===== src/verilog/host_req_pkg.sv =====
package host_req_pkg;
    // =========================================================
    // Register map
    // =========================================================
    localparam logic [3:0] ADDR_CMD_VECTOR = 4'h0;
    localparam logic [3:0] ADDR_REQ_CTRL = 4'h1;
    localparam logic [3:0] ADDR_FLAGS = 4'h2;
    localparam logic [3:0] ADDR_IRQ_STATUS = 4'h3;
    localparam logic [3:0] ADDR_IRQ_MASK = 4'h4;
    // =========================================================
    // Command vector layout
    // =========================================================
    localparam int HANDSHAKE_BIT = 7;
    localparam int VECTOR_MSB = 6;
    localparam logic [6:0] VECTOR_RESET = 7'h32;
    // =========================================================
    // Request control layout
    // =========================================================
    localparam int RX_EN_BIT = 0;
    localparam int TX_EN_BIT = 1;
    localparam int DOUBLE_BIT = 2;
    localparam logic [2:0] REQ_CTRL_RESET = 3'h0;
    // =========================================================
    // Interrupt event bits
    // =========================================================
    localparam int EV_CMD_TAKEN = 0;
    localparam int EV_CMD_POSTED = 1;
    localparam int EV_WIDTH = 2;
endpackage


===== src/verilog/host_request_and_command_vector.sv =====
`timescale 1ns/10ps
// Notes on behaviour
// RULE1: Receive enable with receive-full raises the receive request line.
// RULE2: Receive enable clear means receive-full never raises a request.
// RULE3: Transmit enable with transmit-empty raises the transmit request line.
// RULE4: Double-request clear: shared request; set: separate tx and rx lines.
// RULE5: Eight-bit read/write command vector selects one of 128 routines.
// RULE6: Command path is independent of all data transfer state.
// RULE7: Host sets handshake bit 7; device clears it on core acknowledge.
// RULE8: Host must not rewrite the vector until handshake bit clears.
// RULE9: Setting handshake bit sets the core-side command-pending flag.
// RULE10: Handshake bit and vector field are written in one cycle.
// RULE11: Routine address supplied to the core is twice the vector.
// RULE12: Reset clears handshake and loads vector with 0x32.
// RULE13: Pending held until acknowledge; then pending and handshake clear.
module host_request_and_command_vector (
    input wire logic clock_i, // 20 MHz clock
    input wire logic rst_i, // Synchronous reset, all reset kinds
    input wire logic [3:0] addr_i, // Register address
    input wire logic [7:0] wdata_i, // Write data
    input wire logic wr_i, // Write strobe
    input wire logic rd_i, // Read strobe
    output logic [7:0] rdata_o, // Read data, cycle after strobe
    input wire logic receive_full_flag_i, // Receive registers full
    input wire logic transmit_empty_flag_i, // Transmit registers empty
    input wire logic host_acknowledge_pin_i, // Acknowledge pin, single mode
    input wire logic core_ack_i, // Core accepts command interrupt
    output logic core_command_pending_o, // Command request to core
    output logic [7:0] core_vector_addr_o, // Routine address to core
    output logic shared_host_request_pin_o, // Shared or transmit req
    output logic receive_request_pin_o, // Receive req, split mode
    output logic receive_request_pin_oe_o, // Drive enable of that pin
    output logic irq_o // Level interrupt
);
    // =========================================================
    // Registers
    // =========================================================
    logic handshake_reg;
    logic [6:0] vector_reg;
    logic [2:0] req_ctrl_reg;
    logic [1:0] ev_status_reg;
    logic [1:0] ev_mask_reg;
    logic [7:0] rdata_reg;
    logic ack_level;
    logic rx_req;
    logic tx_req;
    logic cmd_write;
    logic cmd_taken;
    logic status_read;
    logic [1:0] ev_now;

    // Acknowledge pin comes from outside, so it is synchronised
    pin_sync ack_sync (
        .clock_i(clock_i),
        .rst_i(rst_i),
        .async_i(host_acknowledge_pin_i),
        .level_o(ack_level)
    );

    // =========================================================
    // Host command vector
    // =========================================================
    assign cmd_write = wr_i && (addr_i == host_req_pkg::ADDR_CMD_VECTOR);
    assign cmd_taken = handshake_reg && core_ack_i;

    // Vector is frozen while a command is pending so the core sees a
    // stable address; a host that breaks the handshake cannot corrupt it.
    always_ff @(posedge clock_i) begin
        if (rst_i) begin
            vector_reg <= host_req_pkg::VECTOR_RESET; // RULE12
        end else if (cmd_write && !handshake_reg) begin
            vector_reg <= wdata_i[host_req_pkg::VECTOR_MSB:0]; // RULE10
        end
    end

    always_ff @(posedge clock_i) begin
        if (rst_i) begin
            handshake_reg <= 1'b0; // RULE12
        end else if (cmd_taken) begin
            handshake_reg <= 1'b0; // RULE7 RULE13
        end else if (cmd_write && !handshake_reg) begin
            handshake_reg <= wdata_i[host_req_pkg::HANDSHAKE_BIT]; // RULE10
        end
    end

    // Pending flag is the handshake bit seen from the core side
    assign core_command_pending_o = handshake_reg; // RULE9 RULE13
    assign core_vector_addr_o = {vector_reg, 1'b0}; // RULE11 RULE5

    // =========================================================
    // Request control and request pins
    // =========================================================
    always_ff @(posedge clock_i) begin
        if (rst_i) begin
            req_ctrl_reg <= host_req_pkg::REQ_CTRL_RESET;
        end else if (wr_i && (addr_i == host_req_pkg::ADDR_REQ_CTRL)) begin
            req_ctrl_reg <= wdata_i[host_req_pkg::DOUBLE_BIT:0];
        end
    end

    // Request terms use only the enable bits and data flags, never the command path
    assign rx_req = req_ctrl_reg[host_req_pkg::RX_EN_BIT]
                    && receive_full_flag_i; // RULE1 RULE2 RULE6
    assign tx_req = req_ctrl_reg[host_req_pkg::TX_EN_BIT]
                    && transmit_empty_flag_i; // RULE3

    always_comb begin
        if (req_ctrl_reg[host_req_pkg::DOUBLE_BIT]) begin
            shared_host_request_pin_o = tx_req; // RULE4 RULE3
            receive_request_pin_o = rx_req; // RULE1
            receive_request_pin_oe_o = 1'b1; // RULE4
        end else begin
            shared_host_request_pin_o = tx_req || rx_req; // RULE4 RULE1
            receive_request_pin_o = 1'b0;
            receive_request_pin_oe_o = 1'b0; // RULE4
        end
    end

    // =========================================================
    // Interrupt status and mask
    // =========================================================
    assign status_read = rd_i && (addr_i == host_req_pkg::ADDR_IRQ_STATUS);
    assign ev_now = {cmd_write && !handshake_reg
                     && wdata_i[host_req_pkg::HANDSHAKE_BIT], cmd_taken};

    // New events win over the clearing read
    always_ff @(posedge clock_i) begin
        if (rst_i) begin
            ev_status_reg <= 2'h0;
        end else if (status_read) begin
            ev_status_reg <= ev_now;
        end else begin
            ev_status_reg <= ev_status_reg | ev_now;
        end
    end

    always_ff @(posedge clock_i) begin
        if (rst_i) begin
            ev_mask_reg <= 2'h0;
        end else if (wr_i && (addr_i == host_req_pkg::ADDR_IRQ_MASK)) begin
            ev_mask_reg <= wdata_i[host_req_pkg::EV_WIDTH-1:0];
        end
    end

    assign irq_o = |(ev_status_reg & ev_mask_reg);

    // =========================================================
    // Read port
    // =========================================================
    always_ff @(posedge clock_i) begin
        if (rst_i) begin
            rdata_reg <= 8'h00;
        end else if (rd_i) begin
            case (addr_i)
                host_req_pkg::ADDR_CMD_VECTOR: begin
                    rdata_reg <= {handshake_reg, vector_reg}; // RULE5 RULE7
                end
                host_req_pkg::ADDR_REQ_CTRL: begin
                    rdata_reg <= {5'h00, req_ctrl_reg};
                end
                host_req_pkg::ADDR_FLAGS: begin
                    rdata_reg <= {4'h0, ack_level, rx_req, tx_req,
                                  shared_host_request_pin_o};
                end
                host_req_pkg::ADDR_IRQ_STATUS: begin
                    rdata_reg <= {6'h00, ev_status_reg};
                end
                host_req_pkg::ADDR_IRQ_MASK: begin
                    rdata_reg <= {6'h00, ev_mask_reg};
                end
                default: begin
                    rdata_reg <= 8'h00;
                end
            endcase
        end else begin
            rdata_reg <= 8'h00;
        end
    end

    assign rdata_o = rdata_reg;
endmodule


===== src/verilog/pin_sync.sv =====
`timescale 1ns/10ps
module pin_sync (
    input wire logic clock_i, // System clock
    input wire logic rst_i, // Synchronous reset
    input wire logic async_i, // Raw input
    output logic level_o // Settled level
);
    logic s1_reg;
    logic s2_reg;
    logic s3_reg;

    // Change accepted once second and third stages agree
    always_ff @(posedge clock_i) begin
        if (rst_i) begin
            s1_reg <= 1'b0;
            s2_reg <= 1'b0;
            s3_reg <= 1'b0;
            level_o <= 1'b0;
        end else begin
            s1_reg <= async_i;
            s2_reg <= s1_reg;
            s3_reg <= s2_reg;
            if (s2_reg == s3_reg) begin
                level_o <= s3_reg;
            end
        end
    end
endmodule


===== config.mk =====
export PLATFORM = sky130hd
export DESIGN_NAME = host_request_and_command_vector
export DESIGN_NICKNAME = d
export VERILOG_FILES = /design/src/verilog/host_req_pkg.sv /design/src/verilog/host_request_and_command_vector.sv /design/src/verilog/pin_sync.sv
export SDC_FILE = /design/constraint.sdc
export NUM_CORES = 1
export LEC_CHECK = 0
export ABC_AREA = 0
export BUFFER_PORTS_ARGS = -buffer_cell sky130_fd_sc_hd__buf_2
export CAP_MARGIN = 20
export CORE_ASPECT_RATIO = 1.75
export CORE_MARGIN = 5
export CORE_UTILIZATION = 47
export DETAILED_ROUTE_END_ITERATION = 8
export GPL_ROUTABILITY_DRIVEN = 0
export PLACE_DENSITY_LB_ADDON = 0.08
export SYNTH_ARGS = -nofsm -noshare
export SYNTH_HDL_FRONTEND = slang
export SYNTH_HIERARCHICAL = 1
export SYNTH_SLANG_ARGS = --single-unit
export TNS_END_PERCENT = 50

===== constraint.sdc =====
create_clock -name clock_i -period 1.5 [get_ports clock_i]
set_clock_uncertainty 0.05 [all_clocks]
set_input_delay 0.15 -clock clock_i [delete_from_list [all_inputs] [get_ports clock_i]]
set_output_delay 0.15 -clock clock_i [all_outputs]
set_load 0.005 [all_outputs]

* After elaboration in Yosys (flattened, before gate mapping)
Cells that the tools add are included.
** Operators by class
- Equal/unequal tests :: 5
- Mux-type cells :: 5
- Bitwise gates (word level) :: 3
- Reductions and logical operators :: 15
** Operators by type and width (number)
- 8-bit case mux with 5 select lines :: 1
- 1-bit logical AND :: 9
- 4-bit by 2-bit == test with 1-bit output, second input constant :: 2
- 2-bit OR reduction :: 3
- 4-bit by 1-bit == test with 1-bit output, second input constant :: 1
- 4-bit by 3-bit == test with 1-bit output, second input constant :: 1
- 4-bit logical NOT :: 1
- 1-bit two-way mux :: 3
- 2-bit bitwise AND :: 1
- 2-bit two-way mux :: 1
- 2-bit bitwise OR :: 1
- 1-bit == test :: 1
- 1-bit logical NOT :: 1
- 1-bit logical OR :: 1
- 1-bit inverter :: 1
** Word-level totals
- Bits in registers :: 27
- Output and inout bits :: 21
- Logic and storage cells :: 38

* Logic depth before layout (Yosys ltp)
Gate-level depths: netlist of run 1.
- Word-level depth :: 6
- Mapped depth :: 5
- Gate-level depth less buffers :: 3

* Modules after synthesis
Netlist of run 1, hierarchy kept.
** By module, submodules not included
- host_request_and_command_vector :: instances 1, cells an instance 118, area each 1052.3 um^2, seq. area each 460.4 um^2
- pin_sync :: instances 1, cells an instance 10, area each 112.6 um^2, seq. area each 80.1 um^2

* Worst setup path before layout of run 1
Ideal clock, no wire load.
- Path kind :: register to register
- Start point :: reg handshake_reg (netlist: core_command_pending_o)
- End point :: reg vector_reg[1]
- Setup time :: 0.120 ns
- Data arrival time :: 1.130 ns
- Data required time :: 1.330 ns
- Path slack :: 0.200 ns
- Stages on the path, launching flop included :: 4
- Clock period less this slack :: 1.300 ns
- Cells stage by stage :: dfxtp_1 > nor3b_2 > nand2_1 > a211o_1
** Between the ends
- Cells in the longest elaborated chain, start to end :: 2
** Ends and longest elaborated chain
- start, declared :: line host_request_and_command_vector.sv:38 : logic handshake_reg;
- start signal, assigned :: line host_request_and_command_vector.sv:82 : handshake_reg <= wdata_i[host_req_pkg::HANDSHAKE_BIT];
- 1-bit logical NOT :: line host_request_and_command_vector.sv:71 : end else if (cmd_write && !handshake_reg) begin
- 1-bit logical AND :: line host_request_and_command_vector.sv:71
- end signal, assigned :: line host_request_and_command_vector.sv:70 : vector_reg <= host_req_pkg::VECTOR_RESET;
- end signal, assigned :: line host_request_and_command_vector.sv:72 : vector_reg <= wdata_i[host_req_pkg::VECTOR_MSB:0];
- end, declared :: line host_request_and_command_vector.sv:39 : logic [6:0] vector_reg;
Every way passes these cells.
A chain may end at the register's enable or synchronous reset.

* Worst setup path after layout of run 1
- Start point :: reg handshake_reg (netlist: core_command_pending_o)
- End point :: reg vector_reg[0]
Same word-level chain as after synthesis.

==> results.json, run 1 <==
{
  "setup.worst_path.start": "core_command_pending_o",
  "synth_top_area_share_pct": 46.4,
  "track_usage_pct": 17.8,
  "ys.flop_type": "dfxtp_1",
  "holdBufCountCts": 0,
  "cts_resized": 0,
  "die-area_um2": 3610,
  "max_stage_delay_ns": 0.53,
  "status": "finished clean",
  "seq_area_frac_synth_pct": 46.4,
  "cp.required_ns": 1.62,
  "vias": 1075,
  "min_period_over_period_pct": 87.2,
  "syn_area_um2": 1160,
  "holdPathEnd": "ack_sync/s1_reg",
  "cp_cell_sequence": "or3b_2, o21ai_0, a21oi_1",
  "multi_input_area_um2": 571,
  "power_frac_seq_pct": 57.7,
  "clockRootBuffer": "clkbuf_8",
  "wire_per_inst_um": 14.8,
  "routed_wl_mm": 2.84,
  "largest_register_ffs": 8,
  "numCtsBuffers": 3,
  "clock.fmax_ghz": 0.764,
  "nets": 186,
  "switchingPower_mw": 0.305,
  "p_leak_nw": 0.598,
  "post-cts-setup-buffer-count": 0,
  "path_class": "reg -> reg",
  "clkPwrFrac_pct": 33.1,
  "cts_tree": "done",
  "yosysTopAreaCell": "dfxtp_1",
  "drv_cap": 0,
  "drive_gt1_share_pct": 31.5,
  "critPathTopFamily": "simple AND/OR/NAND/NOR gates",
  "regArea_um2": 541,
  "die_w_um": 47.6,
  "drc": 0,
  "final_util_pct": 58.1,
  "num_io_pins": 41,
  "holdPathStages": 2,
  "rows": 24,
  "min-delay-start": "host_acknowledge_pin_i",
  "dr.pass1.iters": 4,
  "initial_core_util_pct": 47.9,
  "slowest_stage": "or3b_2",
  "arrival_ns": 1.43,
  "grt_overflow": 0,
  "synth_common_cells": "27 x dfxtp_1, 14 x a21oi_1, 12 x o21ai_0",
  "synth_fp_nets": 148,
  "synthArstFlopShare_pct": 0,
  "grt_pass1_wl_mm": 4.61,
  "clock-sinks": 27,
  "reg2reg_from": "core_command_pending_o",
  "p_sw_share_pct": 24.1,
  "synthTopCellsByArea": "dfxtp_1 46%, a21oi_1 6.0%, mux2i_1 5.2%, o21ai_0 5.2%, nand3_1 3.4%",
  "synth_most_common_cell": "dfxtp_1",
  "pwr-share-comb_pct": 9.2,
  "hold_viol": 0,
  "grt_max_degree": 20,
  "drt_iter0_markers": 41,
  "pwr_density_cell_nw_per_um2": 897,
  "antenna_found_initial": 0,
  "dp_hpwl_mm": 2.22,
  "core-area_um2": 2430,
  "rr_worst_depth": 3,
  "insertedDiodeCount": 0,
  "synth_edf_count": 0,
  "clock_latency_ns": 0.27,
  "vdd_drop_max_v": 0.000671,
  "syn_to_final_growth_pct": 21.4,
  "rsz0062_at_grt": "false",
  "portBuffers": 39,
  "regToRegSetupSlack_ns": 0.19,
  "clock_path_buffers": 2,
  "die_h_um": 75.9,
  "slew_viol_final": 0,
  "ys_seq_elements": 27,
  "r2r-end": "vector_reg[0]",
  "fillers": 239,
  "ys_warn_count": 6,
  "netlist_instances": 128,
  "drtAntennaViolNets": 0,
  "routed_via_density": 5.63,
  "cp-start-kind": "flop",
  "final.setup.tns_ns": 0,
  "crit_buf_inv": 0,
  "syn_avg_cell_area_um2": 9.10,
  "internal-power_mw": 0.963,
  "cts_max_level": 1,
  "synth_cell_types": 36,
  "min_path_type": "in -> reg",
  "cp_max_fo": 6,
  "clk_pin_slew_ns": 0.10,
  "setup_viol": 0,
  "end_kind": "flop",
  "grt_pass1_vias": 1036,
  "min_period_ns": 1.31
}
worst reg2reg max path, stage by stage, from the launching register on:
cell and delay (ns):
dfxtp_1 0.37, or3b_2 0.53, o21ai_0 0.19, a21oi_1 0.08
power by group through the flow:
| stage | Combinational (mW) | Clock, mW | Sequential (mW) |
|---|---|---|---|
| after global placement | 0.112 | 0 | 0.749 |
| after detailed placement | 0.115 | 0 | 0.749 |
| after floorplan | 0.0672 | 0 | 0.747 |
| final | 0.116 | 0.420 | 0.732 |
| after global routing | 0.129 | 0.464 | 0.733 |
| after CTS | 0.115 | 0.429 | 0.732 |
layout by cell type, fill, tap and decap left out, drive strengths merged:
cell	n
conb	1
clkinvlp	1
nand2b	2
o22ai	1
mux2i	6
and3	4
nor2b	4
o22a	1
a211o	3
or4b	1
buf	42
or3	3
nand4	3
a21oi	15
nor3b	3
o21ai	13
or4	1
nand2	8
a211oi	1
and2	4
a22o	1
nor3	4
nand3b	1
nand3	8
or3b	2
o21ba	1
inv	1
clkbuf	3
dfxtp	27
cell families (layout without fill, tap and decap cells):
kind of cell,count (synthesis),after routing,synth area share [%]
AOI/OAI and AO/OA,36,36,18.2
buffers and inverters,10,47,4.62
and+or+nand+nor,48,48,25.3
DFF,27,27,46.4
muxes,6,6,5.16
other,1,1,0.322
stage by stage:
| stage | setup slack (ns) | total power [mW] | hold WS, ns | std cells | instance area [µm²] |
|---|---|---|---|---|---|
| after global routing | 0.110 | 1.33 | 0.0567 | 191 | 1410 |
| after CTS | 0.184 | 1.28 | 0.0278 | 191 | 1410 |
| after detailed placement | 0.101 | 0.863 | 0.321 | 187 | 1370 |
| final | 0.192 | 1.27 | 0.0323 | 191 | 1410 |
| after floorplan | 0.200 | 0.815 | 0.169 | 128 | 1160 |
| after global placement | 0.143 | 0.861 | 0.315 | 187 | 1370 |
worst max-delay path by stage:
| stage | endpoint | depth (start not counted) | slack [ns] |
|---|---|---|---|
| after CTS | vector_reg[0] | 3 | 0.18 |
| after global routing | vector_reg[0] | 3 | 0.11 |
| after global placement | rdata_o[6] | 4 | 0.14 |
| after detailed placement | rdata_o[1] | 4 | 0.10 |
| final | vector_reg[0] | 3 | 0.19 |
| after floorplan | vector_reg[1] | 3 | 0.20 |
layout make-up:
class | count | share of cell area, %
multi-input combinational | 91 | 40.4
sequential | 27 | 38.2
timing repair buffer | 42 | 15.4
clock buffer | 3 | 2.92
tap | 26 | 2.30
clock inverter | 1 | 0.531
inverter | 1 | 0.265
layer usage:
| metal | vias up | GRT usage [%] | routed length (µm) |
|---|---|---|---|
| met4 | 0 | 8.68 | 66 |
| met2 | 40 | 29.4 | 1440 |
| li1 | 538 | - | - |
| met5 | - | 0 | 0 |
| met3 | 6 | 2.84 | 198 |
| met1 | 491 | 21.8 | 1130 |
No activity file was read; power rests on OpenSTA's default activity.
==> run 2: changes to the inputs <==
- CORE_MARGIN: 5 -> not set
- CORE_UTILIZATION: 47 -> 30
- clock period: 1.5 -> 1.7 ns (I/O delays scaled with it)
==> run 2 against run 1 <==
Against the previous run:
- fmax shrank 1.3%
- via count grew 1.5%
- die area grew 15%
- sequential share of layout area shrank 0.79 points
- wire length grew 9.4%
- sequential power shrank 12%
- largest cell class unchanged
- highest routed layer unchanged
==> results.json, run 2 (synthesis results as in run 1) <==
{
  "status": "finished clean",
  "end_kind": "flop",
  "pwr-share-comb_pct": 9.4,
  "vias": 1091,
  "drtAntennaViolNets": 0,
  "syn_to_final_growth_pct": 24.0,
  "cts_tree": "done",
  "die-area_um2": 4150,
  "dr.pass1.iters": 4,
  "hold_viol": 0,
  "core-area_um2": 3660,
  "holdBufCountCts": 0,
  "switchingPower_mw": 0.270,
  "cp-start-kind": "flop",
  "final.setup.tns_ns": 0,
  "antenna_found_initial": 0,
  "clockRootBuffer": "clkbuf_8",
  "portBuffers": 39,
  "final_util_pct": 39.4,
  "setup_viol": 0,
  "max_stage_delay_ns": 0.47,
  "regToRegSetupSlack_ns": 0.37,
  "cp.required_ns": 1.82,
  "drt_iter0_markers": 18,
  "arrival_ns": 1.44,
  "internal-power_mw": 0.848,
  "power_frac_seq_pct": 57.8,
  "dp_hpwl_mm": 2.42,
  "wire_per_inst_um": 14.6,
  "clk_pin_slew_ns": 0.09,
  "clock_latency_ns": 0.27,
  "clkPwrFrac_pct": 32.8,
  "pwr_density_cell_nw_per_um2": 774,
  "holdPathStages": 2,
  "nets": 187,
  "final_cell_mix": "39 x buf_2, 27 x dfxtp_1, 14 x a21oi_1",
  "clock-sinks": 27,
  "rr_worst_depth": 4,
  "track_usage_pct": 16.3,
  "fillers": 406,
  "grt_pass1_wl_mm": 5.20,
  "routed_wl_mm": 3.10,
  "routed_via_density": 5.15,
  "path_class": "reg -> reg",
  "largest_register_ffs": 8,
  "die_w_um": 49.1,
  "p_leak_nw": 0.607,
  "cts_resized": 0,
  "min_period_ns": 1.33,
  "post-cts-setup-buffer-count": 0,
  "layout_commonest_cell": "buf_2",
  "grt_overflow": 0,
  "drv_cap": 0,
  "clock.fmax_ghz": 0.754,
  "grt_max_degree": 20,
  "initial_core_util_pct": 31.8,
  "insertedDiodeCount": 0,
  "vdd_drop_max_v": 0.000382,
  "cp_max_fo": 6,
  "finalPower_mw": 1.12,
  "drive_gt1_share_pct": 31.9,
  "rows": 29,
  "rsz0062_at_grt": "false",
  "numCtsBuffers": 3,
  "holdWs_ns": 0.0542,
  "grt_pass1_vias": 1079,
  "slowest_stage": "dfxtp_1",
  "min_path_type": "in -> reg",
  "p_sw_share_pct": 24.1,
  "clock_path_buffers": 2,
  "cts_max_level": 1,
  "drc": 0,
  "cp_cell_sequence": "nor3b_2, buf_4, and3_1, a211o_1",
  "min_period_over_period_pct": 78.0,
  "slew_viol_final": 0,
  "num_io_pins": 41,
  "die_h_um": 84.4
}
-- run 2: cell types whose count changed in the layout (fill, tap and decap cells not counted), sizes merged --
| cell | change |
|---|---|
| buf | +1 |
| clkinv | +1 |
| clkinvlp | -1 |
-- run 2: layout make-up --
| class | instances | area (µm²) | area share (%) |
|---|---|---|---|
| Multi-Input combinational cell | 91 | 571 | 39.5 |
| Timing Repair Buffer | 43 | 225 | 15.6 |
| Clock inverter | 1 | 5.00 | 0.347 |
| Tap cell | 46 | 57.6 | 3.99 |
| Clock buffer | 3 | 41.3 | 2.86 |
| Sequential cell | 27 | 541 | 37.4 |
| Inverter | 1 | 3.75 | 0.260 |
-- run 2: power groups by stage --
stage          registers (mW)  clock network [mW]  logic, mW
4_1_cts                 0.646               0.384      0.105
6_report                0.646               0.367      0.105
3_5_place_dp            0.661                   0      0.104
3_3_place_gp            0.661                   0      0.103
5_1_grt                 0.647               0.413      0.117
2_1_floorplan           0.660                   0     0.0593
-- run 2: worst max-delay path: cells and delay by family, from the launching register on --
kind	cells	cell delay, ns
AO/OA/AOI/OAI	1	0.26
buffers and inverters	1	0.17
AND/OR/NAND/NOR	2	0.28
flip-flops	1	0.47
-- run 2: path summary, 6_finish.rpt --
kind / startpoint / endpoint
setup / recovery: core_command_pending_o / vector_reg[1]
setup reg to reg: core_command_pending_o / vector_reg[1]
hold / removal: host_acknowledge_pin_i / ack_sync/s1_reg
hold reg to reg: ack_sync/s1_reg / ack_sync/s2_reg
-- run 2: metrics by stage --
| stage | setup slack (ns) | std cells | instance area, µm² |
|---|---|---|---|
| detailed placement | 0.296 | 208 | 1400 |
| CTS | 0.356 | 212 | 1440 |
| floorplan | 0.388 | 128 | 1160 |
| finish | 0.374 | 212 | 1440 |
| global route | 0.262 | 212 | 1440 |
| global placement | 0.312 | 208 | 1400 |
-- run 2: per-layer routing --
metal	up-vias	wire length (µm)	GRT usage [%]
met5	-	0	0
met4	0	55	8.29
met3	5	123	1.99
met2	37	1660	28.3
met1	510	1260	19.2
li1	539	-	-
